**config.mk**
```make
export PLATFORM = sky130hd
export DESIGN_NAME = pic_host
export DESIGN_NICKNAME = d
export VERILOG_FILES = /design/src/rtl/pic_pkg.sv /design/src/rtl/pic_sync.sv /design/src/rtl/pic_cycle.sv /design/src/rtl/pic_host.sv
export SDC_FILE = /design/constraint.sdc
export NUM_CORES = 1
export LEC_CHECK = 0
export ABC_AREA = 0
export BUFFER_PORTS_ARGS = -buffer_cell sky130_fd_sc_hd__buf_2
export CAP_MARGIN = 15
export CORE_UTILIZATION = 57
export CTS_CLUSTER_DIAMETER = 60
export DETAILED_ROUTE_END_ITERATION = 8
export HOLD_SLACK_MARGIN = 0.02
export PLACE_DENSITY = 0.88
export SLEW_MARGIN = 10
export SYNTH_ARGS = -nofsm -noshare
export SYNTH_HDL_FRONTEND = slang
export SYNTH_SLANG_ARGS = --single-unit
```
**constraint.sdc**
```tcl
create_clock -name clk -period 8.7 [get_ports clk]
set_input_delay 1.305 -clock clk [delete_from_list [all_inputs] [get_ports clk]]
set_output_delay 1.305 -clock clk [all_outputs]
set_load 0.02 [all_outputs]
```
**src/rtl/pic_pkg.sv**
```systemverilog
// Package of constants and carrier types for the interrupt-controller host driver
package pic_pkg;

  // Software register byte offsets
  localparam logic [4:0] REG_CMD = 5'h00;
  localparam logic [4:0] REG_STATUS = 5'h04;
  localparam logic [4:0] REG_INIT = 5'h08;
  localparam logic [4:0] REG_MASK = 5'h0C;
  localparam logic [4:0] REG_RESULT = 5'h10;

  // Command register fields
  localparam int CMD_OP_LSB = 0;
  localparam int CMD_LVL_LSB = 4;

  // Init register fields
  localparam int INIT_BASE_LSB = 0;
  localparam int INIT_LEVEL_TRIG_BIT = 8;
  localparam int INIT_INTERVAL4_BIT = 9;
  localparam int INIT_SINGLE_BIT = 10;
  localparam int INIT_WORD4_BIT = 11;
  localparam int INIT_W3_LSB = 12;
  localparam int INIT_W4_LSB = 20;

  // Reset values of software registers
  localparam logic [24:0] INIT_RESET = 25'h000_0000;
  localparam logic [7:0] MASK_RESET = 8'h00;

  // Device word layouts
  localparam logic [7:0] W1_MARK = 8'h10;
  localparam logic [7:0] W3_MARK = 8'h08;
  localparam int W2_ROT_BIT = 7;
  localparam int W2_SPEC_BIT = 6;
  localparam int W2_EOI_BIT = 5;
  localparam int W3_SPMEN_BIT = 6;
  localparam int W3_SPM_BIT = 5;
  localparam int W3_POLL_BIT = 2;
  localparam int W3_RDEN_BIT = 1;
  localparam int W3_RSEL_BIT = 0;
  localparam int POLL_ANY_BIT = 7;

  // Bus timing, in ns, and derived clock counts
  localparam int CLK_NS = 100;
  localparam int T_SETUP_NS = 100;
  localparam int T_STROBE_NS = 400;
  localparam int T_HOLD_NS = 100;
  localparam logic [3:0] SETUP_CYC = 4'((T_SETUP_NS + CLK_NS - 1) / CLK_NS);
  localparam logic [3:0] STROBE_CYC = 4'((T_STROBE_NS + CLK_NS - 1) / CLK_NS);
  localparam logic [3:0] HOLD_CYC = 4'((T_HOLD_NS + CLK_NS - 1) / CLK_NS);

  // Host command codes
  typedef enum logic [3:0] {
    OP_INIT = 4'h0, OP_MASK_WR = 4'h1, OP_EOI = 4'h2, OP_EOI_SPEC = 4'h3,
    OP_ROT_EOI = 4'h4, OP_ROT_SPEC = 4'h5, OP_SET_PRIO = 4'h6, OP_AROT_ON = 4'h7,
    OP_AROT_OFF = 4'h8, OP_SPM_SET = 4'h9, OP_SPM_CLR = 4'hA, OP_POLL = 4'hB,
    OP_RD_REQ = 4'hC, OP_RD_INSVC = 4'hD, OP_RD_MASK = 4'hE, OP_NONE = 4'hF
  } pic_op_t;

  // One device bus access
  typedef struct packed {
    logic rd;
    logic cmd_sel;
    logic [7:0] data;
  } pic_step_t;

  // Pins toward the device
  typedef struct packed {
    logic cs_n;
    logic rd_n;
    logic wr_n;
    logic command_select_line;
    logic [7:0] data_o;
    logic data_oe;
  } pic_pins_t;

endpackage

```
**src/rtl/pic_sync.sv**
```systemverilog
// Two-flop synchroniser for pin inputs
`timescale 1ns/1ps
`default_nettype none
module pic_sync #(
  parameter int WIDTH = 9
) (
  // Clock and reset
  input wire logic clk,
  input wire logic rst,
  input wire logic ce,
  // Asynchronous in, synchronised out
  input wire logic [WIDTH-1:0] async_in,
  output logic [WIDTH-1:0] sync_out
);
  logic [WIDTH-1:0] meta_ff; // First stage, read only by the second
  logic [WIDTH-1:0] sync_ff; // Second stage
  logic [WIDTH-1:0] nxt_meta;
  logic [WIDTH-1:0] nxt_sync;

  // Shift one stage per enabled clock
  always_comb begin
    nxt_meta = ce ? async_in : meta_ff;
    nxt_sync = ce ? meta_ff : sync_ff;
  end

  // Register both stages
  always_ff @(posedge clk or posedge rst) begin
    if (rst) begin
      meta_ff <= '0;
      sync_ff <= '0;
    end else begin
      meta_ff <= nxt_meta;
      sync_ff <= nxt_sync;
    end
  end

  assign sync_out = sync_ff;
endmodule
`default_nettype wire

```
**src/rtl/pic_cycle.sv**
```systemverilog
// One strobed read or write cycle on the device bus
`timescale 1ns/1ps
`default_nettype none
module pic_cycle (
  // Clock and reset
  input wire logic clk,
  input wire logic rst,
  input wire logic ce,
  // Request side
  input wire logic start,
  input wire pic_pkg::pic_step_t step,
  output logic done,
  output logic [7:0] rdata,
  // Device side
  input wire logic [7:0] data_sync,
  output pic_pkg::pic_pins_t pins
);
  import pic_pkg::*;

  typedef enum logic [1:0] {
    CY_IDLE = 2'b00, CY_SETUP = 2'b01, CY_STROBE = 2'b11, CY_HOLD = 2'b10
  } pic_cy_t;

  pic_cy_t st_ff, nxt_st;
  logic [3:0] cnt_ff, nxt_cnt; // Cycles left in the phase
  pic_step_t step_ff, nxt_step; // Access held for the whole cycle
  logic [7:0] rdata_ff, nxt_rdata;
  logic done_ff, nxt_done;

  // Phase sequencing; read data taken on the last strobe cycle, so the
  // strobe must outlast the two-flop input delay
  always_comb begin
    nxt_st = st_ff;
    nxt_cnt = cnt_ff;
    nxt_step = step_ff;
    nxt_rdata = rdata_ff;
    nxt_done = 1'b0;
    case (st_ff)
      CY_IDLE: begin
        if (start) begin
          nxt_step = step;
          nxt_cnt = SETUP_CYC;
          nxt_st = CY_SETUP;
        end
      end
      CY_SETUP: begin
        nxt_cnt = cnt_ff - 4'h1;
        if (cnt_ff == 4'h1) begin
          nxt_cnt = STROBE_CYC;
          nxt_st = CY_STROBE;
        end
      end
      CY_STROBE: begin
        nxt_cnt = cnt_ff - 4'h1;
        if (cnt_ff == 4'h1) begin
          if (step_ff.rd) begin
            nxt_rdata = data_sync;
          end
          nxt_cnt = HOLD_CYC;
          nxt_st = CY_HOLD;
        end
      end
      CY_HOLD: begin
        nxt_cnt = cnt_ff - 4'h1;
        if (cnt_ff == 4'h1) begin
          nxt_done = 1'b1;
          nxt_st = CY_IDLE;
        end
      end
      default: nxt_st = CY_IDLE;
    endcase
  end

  // State registers, frozen while ce is low
  always_ff @(posedge clk or posedge rst) begin
    if (rst) begin
      st_ff <= CY_IDLE;
      cnt_ff <= 4'h0;
      step_ff <= '0;
      rdata_ff <= 8'h00;
      done_ff <= 1'b0;
    end else if (ce) begin
      st_ff <= nxt_st;
      cnt_ff <= nxt_cnt;
      step_ff <= nxt_step;
      rdata_ff <= nxt_rdata;
      done_ff <= nxt_done;
    end
  end

  // Pins follow the phase; data driven only on writes
  always_comb begin
    pins.cs_n = (st_ff == CY_IDLE);
    pins.rd_n = !((st_ff == CY_STROBE) && step_ff.rd);
    pins.wr_n = !((st_ff == CY_STROBE) && !step_ff.rd);
    pins.command_select_line = step_ff.cmd_sel;
    pins.data_o = step_ff.data;
    pins.data_oe = (st_ff != CY_IDLE) && !step_ff.rd;
  end

  assign done = done_ff && ce;
  assign rdata = rdata_ff;
endmodule
`default_nettype wire

```
**src/rtl/pic_host.sv**
```systemverilog
// Host driver that programs and polls an eight-level priority interrupt controller
// How it works
// Specific END_OF_INTERRUPT_BIT sets both bits plus level
// Mask bit one blocks that request line
// Special mask stays set until reset command
// Special mask leaves higher levels unchanged
// Poll bit write makes next read acknowledge
// Poll read services highest pending level
// Fresh poll command precedes every poll read
// Poll byte: bit7 pending, bits2-0 level
// Request register ignores mask, clears on acknowledge
// Read request: write read-enable, select zero
// Read in-service: write read-enable, select one
// Line-high read returns mask, no select
// One select serves all later status reads
// Poll plus read-enable returns poll result
// END_OF_INTERRUPT_BIT clears proper in-service bit
// Word two codes rotate, specific, END_OF_INTERRUPT_BIT
// Rotate specific without END_OF_INTERRUPT_BIT sets bottom
// Bit seven alone enables auto-END_OF_INTERRUPT_BIT rotation
// Line-high write loads mask register
// Word three special mask enable/set coding
// Word three read-enable/select coding
// Init word one trigger, interval, single, four
// Vector byte layout per interval
// Init word four mode bit layout
// Slave identity equals master input number
// Processor interrupts held off while commanding
// Empty poll returns bit7 zero only
//
// Our own choices: the register offsets and the address-and-strobe port.
`timescale 1ns/1ps
`default_nettype none
module pic_host (
  // Clock, reset, enable
  input wire logic clk,
  input wire logic rst,
  input wire logic ce,
  // Software register port
  input wire logic [4:0] reg_addr,
  input wire logic [31:0] reg_wdata,
  input wire logic reg_wr,
  input wire logic reg_rd,
  output logic [31:0] reg_rdata,
  // Device pins
  output pic_pkg::pic_pins_t dev_pins,
  input wire logic [7:0] dev_data_i,
  input wire logic dev_int,
  // Processor interrupt hold-off
  output logic cpu_int_block
);
  import pic_pkg::*;

  typedef enum logic [1:0] {
    SQ_IDLE = 2'b00, SQ_ISSUE = 2'b01, SQ_WAIT = 2'b11, SQ_NEXT = 2'b10
  } pic_sq_t;

  // Sequencer state
  pic_sq_t sq_ff, nxt_sq;
  pic_step_t steps_ff [4]; // Queued bus accesses of one command
  pic_step_t nxt_steps [4];
  logic [2:0] num_ff, nxt_num; // Accesses queued
  logic [1:0] idx_ff, nxt_idx; // Access in progress
  // Software-visible state, plus the select and poll flags kept for the sequencer
  logic [24:0] init_ff, nxt_init;
  logic [7:0] mask_ff, nxt_mask;
  logic [7:0] result_ff, nxt_result;
  logic inited_ff, nxt_inited; // Init sequence sent
  logic spmask_ff, nxt_spmask; // Host copy of special mask mode
  logic sel_ok_ff, nxt_sel_ok; // Device status select known
  logic sel_isr_ff, nxt_sel_isr; // Known select points at in-service
  logic is_poll_ff, nxt_is_poll; // Current command is a poll
  logic poll_hit_ff, nxt_poll_hit;
  logic [31:0] rdata_ff, nxt_rdata;

  // Engine and synchroniser links
  logic cy_start;
  logic cy_done;
  logic [7:0] cy_rdata;
  logic [8:0] pin_sync;

  // Pin inputs pass two flops before use
  pic_sync #(.WIDTH(9)) u_sync (
    .clk(clk),
    .rst(rst),
    .ce(ce),
    .async_in({dev_int, dev_data_i}),
    .sync_out(pin_sync)
  );

  // Bus cycle engine
  pic_cycle u_cycle (
    .clk(clk),
    .rst(rst),
    .ce(ce),
    .start(cy_start),
    .step(steps_ff[idx_ff]),
    .done(cy_done),
    .rdata(cy_rdata),
    .data_sync(pin_sync[7:0]),
    .pins(dev_pins)
  );

  // Command decode and sequencing
  always_comb begin
    logic [3:0] op;
    logic [2:0] lvl;
    logic [2:0] n;
    logic take;
    op = reg_wdata[CMD_OP_LSB +: 4];
    lvl = reg_wdata[CMD_LVL_LSB +: 3];
    n = 3'd0;
    take = reg_wr && (reg_addr == REG_CMD) && (sq_ff == SQ_IDLE);
    nxt_sq = sq_ff;
    nxt_steps = steps_ff;
    nxt_num = num_ff;
    nxt_idx = idx_ff;
    nxt_init = init_ff;
    nxt_mask = mask_ff;
    nxt_result = result_ff;
    nxt_inited = inited_ff;
    nxt_spmask = spmask_ff;
    nxt_sel_ok = sel_ok_ff;
    nxt_sel_isr = sel_isr_ff;
    nxt_is_poll = is_poll_ff;
    nxt_poll_hit = poll_hit_ff;
    cy_start = 1'b0;
    // Configuration writes
    if (reg_wr && reg_addr == REG_INIT) begin
      nxt_init = reg_wdata[24:0];
    end
    if (reg_wr && reg_addr == REG_MASK) begin
      nxt_mask = reg_wdata[7:0];
    end
    // Commands are taken only while idle; others are dropped
    if (take) begin
      nxt_is_poll = 1'b0;
      case (op)
        OP_INIT: begin
          // Word one: vector bits, mark, trigger, interval, single, word four
          nxt_steps[0] = {1'b0, 1'b0, init_ff[7:5], 1'b1, init_ff[INIT_LEVEL_TRIG_BIT],
            init_ff[INIT_INTERVAL4_BIT], init_ff[INIT_SINGLE_BIT], init_ff[INIT_WORD4_BIT]};
          nxt_steps[1] = {1'b0, 1'b1, init_ff[INIT_BASE_LSB +: 8]};
          n = 3'd2;
          if (!init_ff[INIT_SINGLE_BIT]) begin
            nxt_steps[n[1:0]] = {1'b0, 1'b1, init_ff[INIT_W3_LSB +: 8]};
            n = n + 3'd1;
          end
          if (init_ff[INIT_WORD4_BIT]) begin
            nxt_steps[n[1:0]] = {1'b0, 1'b1, 3'b000, init_ff[INIT_W4_LSB +: 5]};
            n = n + 3'd1;
          end
          nxt_inited = 1'b1;
          nxt_spmask = 1'b0;
          nxt_sel_ok = 1'b0;
        end
        OP_MASK_WR: begin
          nxt_steps[0] = {1'b0, 1'b1, mask_ff};
          n = 3'd1;
        end
        OP_EOI: begin
          nxt_steps[0] = {1'b0, 1'b0, 8'h20};
          n = 3'd1;
        end
        OP_EOI_SPEC: begin
          nxt_steps[0] = {1'b0, 1'b0, 3'b011, 2'b00, lvl};
          n = 3'd1;
        end
        OP_ROT_EOI: begin
          nxt_steps[0] = {1'b0, 1'b0, 8'hA0};
          n = 3'd1;
        end
        OP_ROT_SPEC: begin
          nxt_steps[0] = {1'b0, 1'b0, 3'b111, 2'b00, lvl};
          n = 3'd1;
        end
        OP_SET_PRIO: begin
          nxt_steps[0] = {1'b0, 1'b0, 3'b110, 2'b00, lvl};
          n = 3'd1;
        end
        OP_AROT_ON: begin
          nxt_steps[0] = {1'b0, 1'b0, 8'h80};
          n = 3'd1;
        end
        OP_AROT_OFF: begin
          nxt_steps[0] = {1'b0, 1'b0, 8'h00};
          n = 3'd1;
        end
        OP_SPM_SET, OP_SPM_CLR: begin
          nxt_steps[0] = {1'b0, 1'b0, W3_MARK};
          nxt_steps[0].data[W3_SPMEN_BIT] = 1'b1;
          nxt_steps[0].data[W3_SPM_BIT] = (op == OP_SPM_SET);
          nxt_spmask = (op == OP_SPM_SET);
          n = 3'd1;
        end
        OP_POLL: begin
          // Always a fresh poll word, then exactly one read
          nxt_steps[0] = {1'b0, 1'b0, W3_MARK};
          nxt_steps[0].data[W3_POLL_BIT] = 1'b1;
          nxt_steps[1] = {1'b1, 1'b0, 8'h00};
          nxt_is_poll = 1'b1;
          n = 3'd2;
        end
        OP_RD_REQ, OP_RD_INSVC: begin
          // Skip the select write when the device already points there
          if (!sel_ok_ff || sel_isr_ff != (op == OP_RD_INSVC)) begin
            nxt_steps[0] = {1'b0, 1'b0, W3_MARK};
            nxt_steps[0].data[W3_RDEN_BIT] = 1'b1;
            nxt_steps[0].data[W3_RSEL_BIT] = (op == OP_RD_INSVC);
            n = 3'd1;
          end
          nxt_steps[n[1:0]] = {1'b1, 1'b0, 8'h00};
          n = n + 3'd1;
          nxt_sel_ok = 1'b1;
          nxt_sel_isr = (op == OP_RD_INSVC);
        end
        OP_RD_MASK: begin
          nxt_steps[0] = {1'b1, 1'b1, 8'h00};
          n = 3'd1;
        end
        default: n = 3'd0;
      endcase
      nxt_num = n;
      nxt_idx = 2'd0;
      nxt_sq = (n == 3'd0) ? SQ_IDLE : SQ_ISSUE;
    end
    // Walk the queued accesses one bus cycle at a time
    case (sq_ff)
      SQ_IDLE: begin
      end
      SQ_ISSUE: begin
        cy_start = 1'b1;
        nxt_sq = SQ_WAIT;
      end
      SQ_WAIT: begin
        if (cy_done) begin
          if (steps_ff[idx_ff].rd) begin
            nxt_result = cy_rdata;
            if (is_poll_ff) begin
              nxt_poll_hit = cy_rdata[POLL_ANY_BIT];
            end
          end
          nxt_sq = SQ_NEXT;
        end
      end
      SQ_NEXT: begin
        if ({1'b0, idx_ff} + 3'd1 >= num_ff) begin
          nxt_sq = SQ_IDLE;
        end else begin
          nxt_idx = idx_ff + 2'd1;
          nxt_sq = SQ_ISSUE;
        end
      end
      default: nxt_sq = SQ_IDLE;
    endcase
  end

  // Sequencer and register state
  always_ff @(posedge clk or posedge rst) begin
    if (rst) begin
      sq_ff <= SQ_IDLE;
      for (int i = 0; i < 4; i++) begin
        steps_ff[i] <= '0;
      end
      num_ff <= 3'd0;
      idx_ff <= 2'd0;
      init_ff <= INIT_RESET;
      mask_ff <= MASK_RESET;
      result_ff <= 8'h00;
      inited_ff <= 1'b0;
      spmask_ff <= 1'b0;
      sel_ok_ff <= 1'b0;
      sel_isr_ff <= 1'b0;
      is_poll_ff <= 1'b0;
      poll_hit_ff <= 1'b0;
    end else if (ce) begin
      sq_ff <= nxt_sq;
      steps_ff <= nxt_steps;
      num_ff <= nxt_num;
      idx_ff <= nxt_idx;
      init_ff <= nxt_init;
      mask_ff <= nxt_mask;
      result_ff <= nxt_result;
      inited_ff <= nxt_inited;
      spmask_ff <= nxt_spmask;
      sel_ok_ff <= nxt_sel_ok;
      sel_isr_ff <= nxt_sel_isr;
      is_poll_ff <= nxt_is_poll;
      poll_hit_ff <= nxt_poll_hit;
    end
  end

  // Read mux; data stand in the cycle after the strobe, unmapped reads zero
  always_comb begin
    nxt_rdata = rdata_ff;
    if (reg_rd) begin
      case (reg_addr)
        REG_STATUS: nxt_rdata = {26'h000_0000, poll_hit_ff, sel_ok_ff, spmask_ff, inited_ff,
          pin_sync[8], (sq_ff != SQ_IDLE)};
        REG_INIT: nxt_rdata = {7'h00, init_ff};
        REG_MASK: nxt_rdata = {24'h00_0000, mask_ff};
        REG_RESULT: nxt_rdata = {24'h00_0000, result_ff};
        default: nxt_rdata = 32'h0000_0000;
      endcase
    end
  end

  // Read data register
  always_ff @(posedge clk or posedge rst) begin
    if (rst) begin
      rdata_ff <= 32'h0000_0000;
    end else if (ce) begin
      rdata_ff <= nxt_rdata;
    end
  end

  assign reg_rdata = rdata_ff;
  // Interrupts held off for the whole command, not per bus cycle
  assign cpu_int_block = (sq_ff != SQ_IDLE);
endmodule
`default_nettype wire

```
==> flow_summary.toml <==
[run_status]
outcome = "completed"

[clock_network]
cts_buffers = 17
cts_tree = "built"
cts-hold-fix-buffers = 0
cts.htree.levels = 4
clk_pin_slew_worst_paths_ps = 60
cts.path.max_buffers = 2
postCtsSetupBuffers = 0
cts.sinks = 158
cts-resized-gates = 0
clk_latency_ps = 420
clockRootBuffer = "clkbuf_16"

[hold_path]
hold_depth = 1
holdCritPathClass = "flip-flop to flip-flop"

[timing]
period_share_pct = 39.0
holdWs_ps = 475
rsz0062_at_grt = "false"
finalSetupViolCount = 0
final-hold-violation-count = 0
setup_tns_ps = 0
period_needed_ps = 3390
fmax_ghz = 0.295
slew_headroom_pct = 35.3
worst_pin_slew_ps = 971
maxSlewViolCount = 0
fin_worst_skew_ps = 9.35

[synthesis]
ys_async_sr_fraction_pct = 100
synth-edff-count = 0
yosys.area.top_type = "dfrtp_1"
synthTopCellsByArea = "dfrtp_1 52%, mux2_2 8.2%, nand2_1 5.1%, o21ai_0 3.6%, mux2_4 3.2%"
synth_seq_cells = 158
synth_cells = 678
synth_common_cells = "158 x dfrtp_1, 103 x nand2_1, 55 x mux2_2"
yosysTopAreaCellShare_pct = 52.4
synth.most_common_cell = "dfrtp_1"
yosysSeqAreaShare_pct = 52.4
synth_cell_types = 65
synth_area_um2 = 7550
ys_warn_count = 0
postSynthAreaPerCell_um2 = 11.1
synth_ff_type = "dfrtp_1"

[layout]
antennaDiodeCount = 0
drive_gt1_share_pct = 28.1
syn_to_final_growth_pct = 12.3
nFillCells = 907
nets = 790

[setup_path]
slowest_stage = "and3b_1"
path_depth = 6
cp.required_ps = 9000
worst-path-buf-inv = 2
crit_chain = "buf_2, nor3_4, and3b_1, and3_1, buf_4, mux2_2"
max_stage_delay_ps = 850
r2r_setup_slack_ps = 6140
end_kind = "flip-flop"
start_kind = "primary input"
cp_top_family = "simple AND/OR/NAND/NOR gates"
cp_max_fo = 26
reg2reg_depth = 5
worstSetupPathType = "primary input to flip-flop"
cp.arrival_ps = 3690

[die]
core_um2 = 12800
start_util_pct = 59.1
die_width_um = 117
dieArea_um2 = 13700
io_pins = 97
die_y_um = 117
rows = 41

[placed_design]
gp_congestion = 0.875
io_buffer_count = 82
dp_hpwl_um = 11800

[pwr]
p_per_area_nw_per_um2 = 233
ir_drop_mv = 0.176
power.leakage_nw = 3.99

[grt]
grt_util_all_layers_pct = 27.1
grt_pass1_wl_um = 27800
antenna_found_initial = 0
gr-total-overflow = 0
grt_pass1_vias = 5416
grt_max_degree = 94

[drt]
routed_via_density = 6.09
first_pass_iters = 5
first_iter_violations = 612
vias = 5571
ant_nets = 0
wl_um = 17400
wire_per_inst_um = 19.1
route.detailed.drc = 0

[flow_run]
cap_violations = 0
==> metal layers <==
layer  part of all wire (%)  vias to the layer above  GRT usage, %
li1                       -                     2499             -
met1                     41                     2767          35.3
met2                     50                      274          45.1
met3                    6.6                       31          6.75
met4                    1.7                        0          8.44
met5                      0                        -             0
==> worst paths after layout <==
kind / startpoint / endpoint
setup reg to reg: sq_ff[0]$_DFFE_PP0P_ / steps_ff[13]$_DFFE_PP0P_
max in group asynchronous: rst / steps_ff[22]$_DFFE_PP0P_
setup / recovery: reg_addr[4] / init_ff[9]$_DFFE_PP0P_
min in group asynchronous: rst / u_sync.meta_ff[0]$_DFFE_PP0P_
hold reg to reg: steps_ff[18]$_DFFE_PP0P_ / steps_ff[18]$_DFFE_PP0P_
hold / removal: steps_ff[18]$_DFFE_PP0P_ / steps_ff[18]$_DFFE_PP0P_
==> power breakdown <==
group	switching, mW	total, mW	internal, mW
combinational	0.164	0.310	0.145
clock	0.303	0.743	0.440
sequential	0.108	0.920	0.812
==> stage by stage <==
stage | utilization [%] | instance area, um2 | power, mW | instances | setup slack [ps]
5_1_grt | 66.4 | 8480 | 2.05 | 915 | 5200
6_report | 66.4 | 8480 | 1.97 | 915 | 5310
4_1_cts | 66.2 | 8460 | 1.97 | 914 | 5360
2_1_floorplan | - | 7570 | 1.15 | 684 | 3130
3_5_place_dp | 61.6 | 7870 | 1.24 | 882 | 4920
3_3_place_gp | 61.6 | 7870 | 1.21 | 882 | 4990
==> layout make-up <==
cell class              count  area, um2  area share [%]
flip-flops and latches    158       3950            46.6
clock inverters            12        135            1.59
clock buffers              20        457            5.39
multi-input cells         450       3200            37.7
well taps                 172        215            2.54
inverters                  17       68.8           0.812
repair buffers             86        448            5.28
==> sequential cells by signal, summed over array words and instances, names as in the netlist, 3 cells and up <==
| signal | cells |
|---|---|
| steps_ff | 36 |
| init_ff | 25 |
| reg_rdata | 25 |
| u_cycle.pins | 9 |
| u_sync.meta_ff | 9 |
| u_sync.sync_out | 9 |
| mask_ff | 8 |
| result_ff | 8 |
| u_cycle.rdata | 8 |
| u_cycle.cnt_ff | 4 |
| num_ff | 3 |
==> logic make-up after synthesis <==
family,after synthesis,synth area share (%)
other,1,0.0497
xor gates and xnor gates,4,0.464
muxes,92,15.2
and+or+nand+nor,194,12.6
DFF,158,52.4
adders and majority gates,9,1.49
buffers and inverters,76,5.54
AOI/OAI and AO/OA,144,12.3
==> cells in the final DEF (no fill, tap or decap), types with 8 or more instances in the layout <==
| cell | Yosys | layout |
|---|---|---|
| dfrtp_1 | 158 | 158 |
| nand2_1 | 103 | 103 |
| buf_2 | 18 | 82 |
| mux2_2 | 55 | 55 |
| o21ai_0 | 54 | 54 |
| nor2_1 | 24 | 24 |
| a21oi_1 | 21 | 21 |
| clkbuf_16 | 0 | 17 |
| mux2_4 | 16 | 16 |
| inv_1 | 16 | 15 |
| mux2i_1 | 14 | 14 |
| nor3_1 | 12 | 12 |
| a22o_1 | 11 | 11 |
| nand3_1 | 10 | 10 |
| ha_1 | 9 | 9 |
| o31ai_1 | 8 | 8 |
Power figures use the tool's default switching activity.
